===== config.mk =====
export PLATFORM = sky130hd
export DESIGN_NAME = bzc_decode
export DESIGN_NICKNAME = d
export VERILOG_FILES = /design/src/bzc_pkg.sv /design/src/bzc_decode.sv
export VERILOG_INCLUDE_DIRS = /design/src /design/src/src
export SDC_FILE = /design/constraint.sdc
export NUM_CORES = 1
export LEC_CHECK = 0
export BUFFER_PORTS_ARGS = -buffer_cell sky130_fd_sc_hd__buf_4
export CORE_MARGIN = 3
export CORE_UTILIZATION = 47
export DETAILED_ROUTE_END_ITERATION = 8
export PLACE_DENSITY_LB_ADDON = 0.15
export SETUP_SLACK_MARGIN = 0.15
export SYNTH_ARGS = -nofsm -noshare
export SYNTH_HDL_FRONTEND = slang
export SYNTH_SLANG_ARGS = --single-unit

===== constraint.sdc =====
create_clock -name clock -period 1.8 [get_ports clock]
set_clock_uncertainty 0.15 [all_clocks]
set_input_delay 0.36 -clock clock [delete_from_list [all_inputs] [get_ports clock]]
set_output_delay 0.36 -clock clock [all_outputs]
set_load 0.01 [all_outputs]

===== src/bzc_params.svh =====
`ifndef BZC_PARAMS_SVH
`define BZC_PARAMS_SVH
// Opcode upper bytes and second-word prefix
`define BZC_OP_ZERO 8'he0
`define BZC_OP_OVF 8'he4
`define BZC_OP_CALL7 7'h76
`define BZC_PFX_CALL2 4'hf
// Field positions in the instruction word
`define BZC_SAVE_BIT 8
// Byte increments of the program counter
`define BZC_PC_STEP 21'h00_0002
`define BZC_CALL_RET 21'h00_0004
// Reset values
`define BZC_PC_RST 21'h00_0000
`define BZC_BYTE_RST 8'h00
`endif


===== src/bzc_pkg.sv =====
package bzc_pkg;
  // Instruction phases within one instruction cycle
  typedef enum logic [1:0] {
    BZC_Q1 = 2'b00,
    BZC_Q2 = 2'b01,
    BZC_Q3 = 2'b10,
    BZC_Q4 = 2'b11
  } bzc_phase_t;
  // Cycle kind: normal execution or a forced no-operation cycle
  typedef enum logic [1:0] {
    BZC_EXEC = 2'b00,
    BZC_NOP = 2'b01,
    BZC_CALL2 = 2'b10
  } bzc_mode_t;
endpackage


===== src/bzc_decode.sv =====
`timescale 1ns/10ps
`include "bzc_params.svh"
// Summary of operation
// - Branch-on-zero redirects only when zero flag is 1, else falls through.
// - Signed branch field is doubled to form byte displacement 2n.
// - Branch target is instruction address plus 2 plus 2n.
// - Branches take one word; one cycle not taken, two cycles taken.
// - Taken branch writes PC in Q4 then a nop cycle; not taken writes nothing.
// - Call accepts 20-bit unsigned word target k and save bit s.
// - Call pushes its address plus 4 onto the return stack.
// - Call loads k into PC bits 20 to 1, bit 0 cleared.
// - With s set, call copies working, flags and bank select into shadows.
// - First call word is 1110 110s with k bits 7 to 0 low.
// - Second call word is prefix 1111 with k bits 19 to 8.
// - With s clear, call leaves shadow registers unchanged.
// - Call takes exactly two cycles, the second all no-operation phases.
module bzc_decode
  import bzc_pkg::*;
(
  input wire logic clock,
  input wire logic rstn,
  input wire logic [15:0] instr_word,
  input wire logic [20:0] pc_current,
  input wire logic zero_flag,
  input wire logic overflow_flag,
  input wire logic [7:0] working_reg,
  input wire logic [7:0] flags_reg,
  input wire logic [7:0] bank_select_register,
  output logic [1:0] phase,
  output logic pc_write,
  output logic [20:0] pc_next,
  output logic stack_push,
  output logic [20:0] return_stack_top,
  output logic [7:0] working_shadow,
  output logic [7:0] flags_shadow,
  output logic [7:0] bank_select_shadow,
  output logic nop_cycle,
  output logic flags_write,
  output logic bad_call_word
);

  bzc_phase_t phase_ff;
  bzc_mode_t mode_ff;
  bzc_mode_t nxt_mode;
  logic [20:0] pc_next_ff;
  logic pc_write_ff;
  logic push_ff;
  logic [20:0] tos_ff;
  logic [7:0] ws_ff;
  logic [7:0] fs_ff;
  logic [7:0] bs_ff;
  logic [7:0] klow_ff;
  logic bad_ff;
  logic is_zero_op;
  logic is_ovf_op;
  logic is_call_op;
  logic take;

  // Sign-extends the branch field and doubles it into a byte offset
  function automatic logic [20:0] bzc_disp(input logic [7:0] n);
    bzc_disp = {{12{n[7]}}, n, 1'b0};
  endfunction

  // Opcode decoding, only meaningful in an executing cycle
  assign is_zero_op = (mode_ff == BZC_EXEC) && (instr_word[15:8] == `BZC_OP_ZERO);
  assign is_ovf_op = (mode_ff == BZC_EXEC) && (instr_word[15:8] == `BZC_OP_OVF);
  assign is_call_op = (mode_ff == BZC_EXEC) && (instr_word[15:9] == `BZC_OP_CALL7);
  assign take = (is_zero_op && zero_flag) || (is_ovf_op && overflow_flag);

  // Phase counter Q1..Q4
  always_ff @(posedge clock or negedge rstn) begin
    if (!rstn) begin
      phase_ff <= BZC_Q1;
    end else begin
      phase_ff <= bzc_phase_t'(phase_ff + 2'd1);
    end
  end

  // Next cycle kind, decided at Q4
  always_comb begin
    nxt_mode = mode_ff;
    if (phase_ff == BZC_Q4) begin
      unique case (mode_ff)
        BZC_EXEC: begin
          if (take) begin
            nxt_mode = BZC_NOP;
          end else if (is_call_op) begin
            nxt_mode = BZC_CALL2;
          end else begin
            nxt_mode = BZC_EXEC;
          end
        end
        BZC_NOP: nxt_mode = BZC_EXEC;
        BZC_CALL2: nxt_mode = BZC_EXEC;
        default: nxt_mode = BZC_EXEC;
      endcase
    end
  end

  // Cycle kind register
  always_ff @(posedge clock or negedge rstn) begin
    if (!rstn) begin
      mode_ff <= BZC_EXEC;
    end else begin
      mode_ff <= nxt_mode;
    end
  end

  // Call first word capture: low target byte, held until the second word
  always_ff @(posedge clock or negedge rstn) begin
    if (!rstn) begin
      klow_ff <= `BZC_BYTE_RST;
    end else if (is_call_op && phase_ff == BZC_Q2) begin
      klow_ff <= instr_word[7:0];
    end
  end

  // Program counter write: branch in Q4 of exec cycle, call in Q4 of second word
  always_ff @(posedge clock or negedge rstn) begin
    if (!rstn) begin
      pc_write_ff <= 1'b0;
      pc_next_ff <= `BZC_PC_RST;
    end else begin
      pc_write_ff <= 1'b0;
      if (phase_ff == BZC_Q3 && take) begin
        pc_write_ff <= 1'b1;
        pc_next_ff <= pc_current + `BZC_PC_STEP + bzc_disp(instr_word[7:0]);
      end else if (phase_ff == BZC_Q3 && mode_ff == BZC_CALL2) begin
        pc_write_ff <= 1'b1;
        pc_next_ff <= {instr_word[11:0], klow_ff, 1'b0};
      end
    end
  end

  // Flags a second call word lacking the 1111 prefix
  always_ff @(posedge clock or negedge rstn) begin
    if (!rstn) begin
      bad_ff <= 1'b0;
    end else if (phase_ff == BZC_Q3 && mode_ff == BZC_CALL2) begin
      bad_ff <= (instr_word[15:12] != `BZC_PFX_CALL2);
    end
  end

  // Return stack push in Q3 of the first call word
  always_ff @(posedge clock or negedge rstn) begin
    if (!rstn) begin
      push_ff <= 1'b0;
      tos_ff <= `BZC_PC_RST;
    end else begin
      push_ff <= 1'b0;
      if (is_call_op && phase_ff == BZC_Q2) begin
        push_ff <= 1'b1;
        tos_ff <= pc_current + `BZC_CALL_RET;
      end
    end
  end

  // Shadow copies, only when the save option is set
  always_ff @(posedge clock or negedge rstn) begin
    if (!rstn) begin
      ws_ff <= `BZC_BYTE_RST;
      fs_ff <= `BZC_BYTE_RST;
      bs_ff <= `BZC_BYTE_RST;
    end else if (is_call_op && phase_ff == BZC_Q2 && instr_word[`BZC_SAVE_BIT]) begin
      ws_ff <= working_reg;
      fs_ff <= flags_reg;
      bs_ff <= bank_select_register;
    end
  end

  // Outputs
  assign phase = phase_ff;
  assign pc_write = pc_write_ff;
  assign pc_next = pc_next_ff;
  assign stack_push = push_ff;
  assign return_stack_top = tos_ff;
  assign working_shadow = ws_ff;
  assign flags_shadow = fs_ff;
  assign bank_select_shadow = bs_ff;
  assign nop_cycle = (mode_ff != BZC_EXEC);
  assign flags_write = 1'b0;
  assign bad_call_word = bad_ff;
endmodule


# Yosys cells after proc, flatten, opt, wreduce, memory -nomap -nowiden

Index checks and enable logic that the tools add are counted.

Output and inout port bits: 73
Word-level logic and storage cells: 44
Memories kept: 0
Memory bits (read-only): 0
Bits in latches: 0
RAM bits: 0
Register bits after elaboration: 81
Input bits: 65

Multiplexer cells: 8
Div/mod/pow operators: 0
Add/sub/neg operators: 4
$mul: 0
Shift operators: 0
Equality and inequality tests: 8
Order comparisons: 0
Bitwise operators: 0
Reductions and logical operators: 13

Operators with widths:

| kind                                                 | number |
|---|---|
| 2-to-1 mux 21 bit                                    | 2 |
| adder 21 x 2 -> 21 bit (second input constant)       | 1 |
| adder 21 bit                                         | 1 |
| adder 21 x 3 -> 21 bit (second input constant)       | 1 |
| equality test 8 bit (second input constant)          | 2 |
| logical AND 1 bit                                    | 9 |
| equality test 7 bit (second input constant)          | 1 |
| equality test 2 bit (second input constant)          | 3 |
| 2-to-1 mux 2 bit                                     | 3 |
| inequality test 4 bit (second input constant)        | 1 |
| nonzero test 2 bit                                   | 2 |
| 2-to-1 mux 1 bit                                     | 3 |
| adder 2 x 1 -> 2 bit (second input constant)         | 1 |
| equality test 2 x 1 -> 1 bit (second input constant) | 1 |
| zero test 2 bit                                      | 1 |
| logical OR 1 bit                                     | 1 |

# Logic depth before layout (Yosys ltp)

Word-level depth: 6
Depth in mapped cells: 12
Gate-level depth less buffers: 12

# Worst setup path after synthesis

Ideal clock, no wire load.

Path kind: input -> register
Start: in instr_word[1]
End: reg pc_next_ff[20] (netlist: pc_next[20])
Data required time: 1.546 ns
Setup time: 0.104 ns
Arrival time: 2.390 ns
Stages: 10
Path buffers: 0
Path slack: -0.844 ns
Cells stage by stage: ha_1 > ha_1 > inv_1 > fa_1 > nand2b_1 > a21oi_1 > nor3_1 > or2_2 > o2111a_1 > a221oi_1

Word-level cells in the longest chain between the ends: 2

RTL lines:

| what                   | line              | text |
|---|---|---|
| start: declaration     | bzc_decode.sv:22  | `input wire logic [15:0] instr_word,` |
| adder 21 bit           | bzc_decode.sv:127 | `` pc_next_ff <= pc_current + `BZC_PC_STEP + bzc_disp(instr_word[7:0]); `` |
| 2-to-1 mux 21 bit      | bzc_decode.sv:125 | `if (phase_ff == BZC_Q3 && take) begin` |
| end signal: assignment | bzc_decode.sv:122 | `` pc_next_ff <= `BZC_PC_RST; `` |
| end signal: assignment | bzc_decode.sv:127 |  |
| end signal: assignment | bzc_decode.sv:130 | `pc_next_ff <= {instr_word[11:0], klow_ff, 1'b0};` |
| end: declaration       | bzc_decode.sv:45  | `logic [20:0] pc_next_ff;` |

Every way passes these cells.
A chain may end at the register's enable or synchronous reset.

# Final worst setup path

Start: in instr_word[4]
End: reg pc_next_ff[15] (netlist: pc_next[15])

Same word-level chain as after synthesis.

==> flow_summary.json <==
{
  "status": "finished, violations left",
  "violations": "setup timing",
  "yosys.cell_types.count": 57,
  "path_buf_inv": 1,
  "crit_fanout": 3,
  "grt_util_all_layers_pct": 25.5,
  "r2r_setup_slack_ns": -0.34,
  "synthArstFlopShare_pct": 100,
  "syn-mean-instance-area_um2": 9.87,
  "cpPeakStageDelay_ns": 0.43,
  "max_freq_mhz": 452,
  "yosys.area.top_type": "dfrtp_1",
  "worst_slew_pin_slew_ns": 0.534,
  "slew_viol_final": 0,
  "synth-seq-cells": 81,
  "relSlewSlack_pct": 64.4,
  "power.switching_mw": 1.57,
  "cap_violations": 0,
  "io_pins": 138,
  "crit_family": "compound AO/OA/AOI/OAI gates",
  "pwr-share-seq_pct": 40.2,
  "synth_top_family_by_area": "simple AND/OR/NAND/NOR gates",
  "start_util_pct": 48.5,
  "cts_sinks": 81,
  "antenna_found_initial": 0,
  "drive_gt1_share_pct": 59.9,
  "cts_tree": "built",
  "io_buffers": 136,
  "cp-end-kind": "register",
  "gr-total-overflow": 0,
  "clockRootBuffer": "clkbuf_8",
  "clock_latency_ns": 0.36,
  "drc_errors": 0,
  "finalPower_mw": 4.85,
  "synth-compound-area-share_pct": 11.9,
  "numCtsBuffers": 9,
  "h-tree-depth": 3,
  "dieArea_um2": 11300,
  "synthSimpleGateAreaFrac_pct": 17.2,
  "vias": 4934,
  "ys_top_cells_by_area": "dfrtp_1, ha_1, nand2_1",
  "first_iter_violations": 337,
  "ant_nets": 0,
  "crit_path_top_delay_cell": "or3_4",
  "worstPathRequired_ns": 1.92,
  "grt_max_degree": 50,
  "final_nets": 826,
  "clock_path_buffers": 2,
  "yosysTopAreaCellShare_pct": 42.8,
  "worstSetupStartpointType": "input port",
  "grt_setup_unrepaired": "true",
  "cp-startpoint": "instr_word[4]",
  "synth-seq-area-share_pct": 42.8,
  "period_needed_ns": 2.21,
  "dp_hpwl_mm": 10.0,
  "power_density_nw_per_um2": 590,
  "dp_slack_ns": -0.859,
  "cpMostUsedCell": "ha_4",
  "synth_xor_xnor_area_share_pct": 5.73,
  "area.growth.synth_to_final_pct": 73.5,
  "min_from": "instr_word[12]",
  "power.leakage_nw": 4.03,
  "coreArea_um2": 9770,
  "setup_viol": 75,
  "layout_setup_ws_ns": -0.412,
  "yosys_warnings": 0,
  "gp_congestion": 0.862,
  "finalWirelength_mm": 18.0,
  "ys.flop_type": "dfrtp_1",
  "arrival_ns": 2.33,
  "combPwrFrac_pct": 32.9,
  "internal-power_mw": 3.28,
  "grt_pass1_wl_mm": 22.8,
  "synth_nets": 587,
  "r2r_start": "mode_ff[0]",
  "ir_worst_vdd_mv": 0.438,
  "grt_pass1_vias": 4653,
  "syn_area_um2": 4740,
  "viasPerCell": 5.76,
  "switching_share_pct": 32.4,
  "worstSetupPathType": "input port to register",
  "antennaDiodeCount": 0,
  "synth.area.mux_share_pct": 8.19,
  "synth-adder-area-share_pct": 11.2,
  "die_h_um": 106,
  "crit_chain": "buf_4 > ha_4 > ha_4 > o21ai_2 > o21a_1 > or3_4 > a21oi_2 > o21ai_0 > a31o_1",
  "synth_edf_count": 0,
  "rows": 36,
  "drt-pass1-iter-count": 7,
  "dieWidth_um": 106,
  "post-route-util_pct": 84.1,
  "hold_viol_final": 0,
  "p_clk_share_pct": 26.9,
  "path_clk_slew_ns": 0.10,
  "hold_class": "input port to register",
  "fin_crit_sh_pct": 123,
  "syn-instance-count": 480,
  "wl_per_cell_um": 21.0
}
-- registers in the layout, indices dropped and copies added, names as in the netlist --
| name | flops |
|---|---|
| mode_ff | 2 |
| flags_shadow | 8 |
| return_stack_top | 21 |
| stack_push | 1 |
| working_shadow | 8 |
| bank_select_shadow | 8 |
| pc_next | 21 |
| bad_call_word | 1 |
| phase | 2 |
| pc_write | 1 |
| klow_ff | 8 |
-- metal layers --
layer / GRT usage [%] / vias to the layer above / part of all wire [%]
li1: - / 2157 / -
met5: 0 / - / 0
met1: 31.2 / 2440 / 38
met4: 9.25 / 0 / 5.3
met2: 45.0 / 262 / 50
met3: 4.43 / 75 / 6.6
-- worst paths after layout --
kind,end,cells after the start
max,pc_next[15],9
min,bad_call_word,2
max reg2reg,pc_next[18],7
min reg2reg,return_stack_top[3],2
max in group asynchronous,return_stack_top[8],3
min in group asynchronous,flags_shadow[2],2
-- synthesized netlist by cell type (2+ instances only) --
cell type    n
a31oi_1      6
a21o_1       5
and2_1       2
ha_1        41
a21oi_1     25
mux2_4      20
a221o_1      2
o21a_1       4
a211o_1      2
o21bai_1     2
inv_1       10
and3b_1      2
nand4_1      3
nand2_1    104
nor2_1      17
o31ai_1      2
and4_1       3
nand2b_1     3
nand3_1     11
nor3_1       4
dfrtp_1     81
o21ai_1      3
buf_4        2
and3_1      14
o211ai_1     3
nor2b_1      3
xnor2_1     14
buf_6        2
xor2_1      17
o31a_1       2
clkbuf_1    14
or3_1        2
mux2_2       6
o21ai_0     25
mux2i_1      2
-- cell usage in the layout (no fill, tap or decap), types with 4 or more instances in the layout --
cell type    n
ha_4        27
nor2_1       9
buf_12       8
o21a_1       4
a31oi_4      5
buf_8        6
clkbuf_8    10
nand2_2     28
a21oi_1     12
xnor2_1     11
mux2_4      22
nand2_4     15
o21ai_1     13
clkbuf_16    5
a21oi_2     10
o21ai_2     11
nand3_1      9
ha_1        12
mux2_2       4
and3_4       6
inv_1        6
dfrtp_1     81
buf_6        9
xor2_1      16
nand2_1     61
nor2_4       8
buf_4      212
o21ai_0      4
buf_16       6
a21o_1       5
and3_1       8
-- worst reg2reg max path: cells and delay by family (launching register included) --
kind            cells  cell delay [ns]
simple gates        4             0.89
flops               1             0.39
buf+inv             2             0.35
compound gates      1             0.26
-- what timing repair did --
action	CTS	global route
hold buffers	1	0
endpoints found under the setup margin	77	79
setup buffers	8	5
gates cloned	5	8
pin swaps	40	29
endpoints found under the hold margin	34	0
gates resized for setup	104	82
-- stage by stage --
stage               area (um2)  instances  hold WS, ns  setup TNS (ns)
finish                    8220        857       0.0403          -19.84
global route              8220        857       0.0381          -25.92
detailed placement        6720        814        0.222          -21.65
CTS                       7650        844       0.0280          -16.29
floorplan                 5040        480      -0.0856          -10.22
global placement          6720        814        0.213          -19.51
-- power groups by stage --
stage | Combinational, mW | Sequential [mW] | Clock, mW
finish | 1.60 | 1.95 | 1.31
global route | 1.69 | 1.95 | 1.37
CTS | 1.41 | 1.94 | 1.29
global placement | 1.21 | 1.97 | 0
floorplan | 0.586 | 2.00 | 0
detailed placement | 1.23 | 1.97 | 0
-- layout make-up --
type,count,area (um2)
Inverter,11,48.8
Clock inverter,6,50.0
Timing Repair Buffer,247,2240
Fill cell,478,1550
Sequential cell,81,2030
Multi-Input combinational cell,369,3550
Clock buffer,10,138
Tap cell,133,166
-- cell families (layout without fill, tap and decap cells) --
kind of cell / count (synthesis) / in the layout
AND/OR/NAND/NOR: 176 / 176
AO/OA/AOI/OAI: 91 / 91
flip-flops: 81 / 81
adder cells (fa/ha/maj): 42 / 42
XOR/XNOR: 31 / 31
buffers and inverters: 30 / 274
multiplexers: 28 / 28
other: 1 / 1
Note: power is estimated with default switching activity, not from simulation.
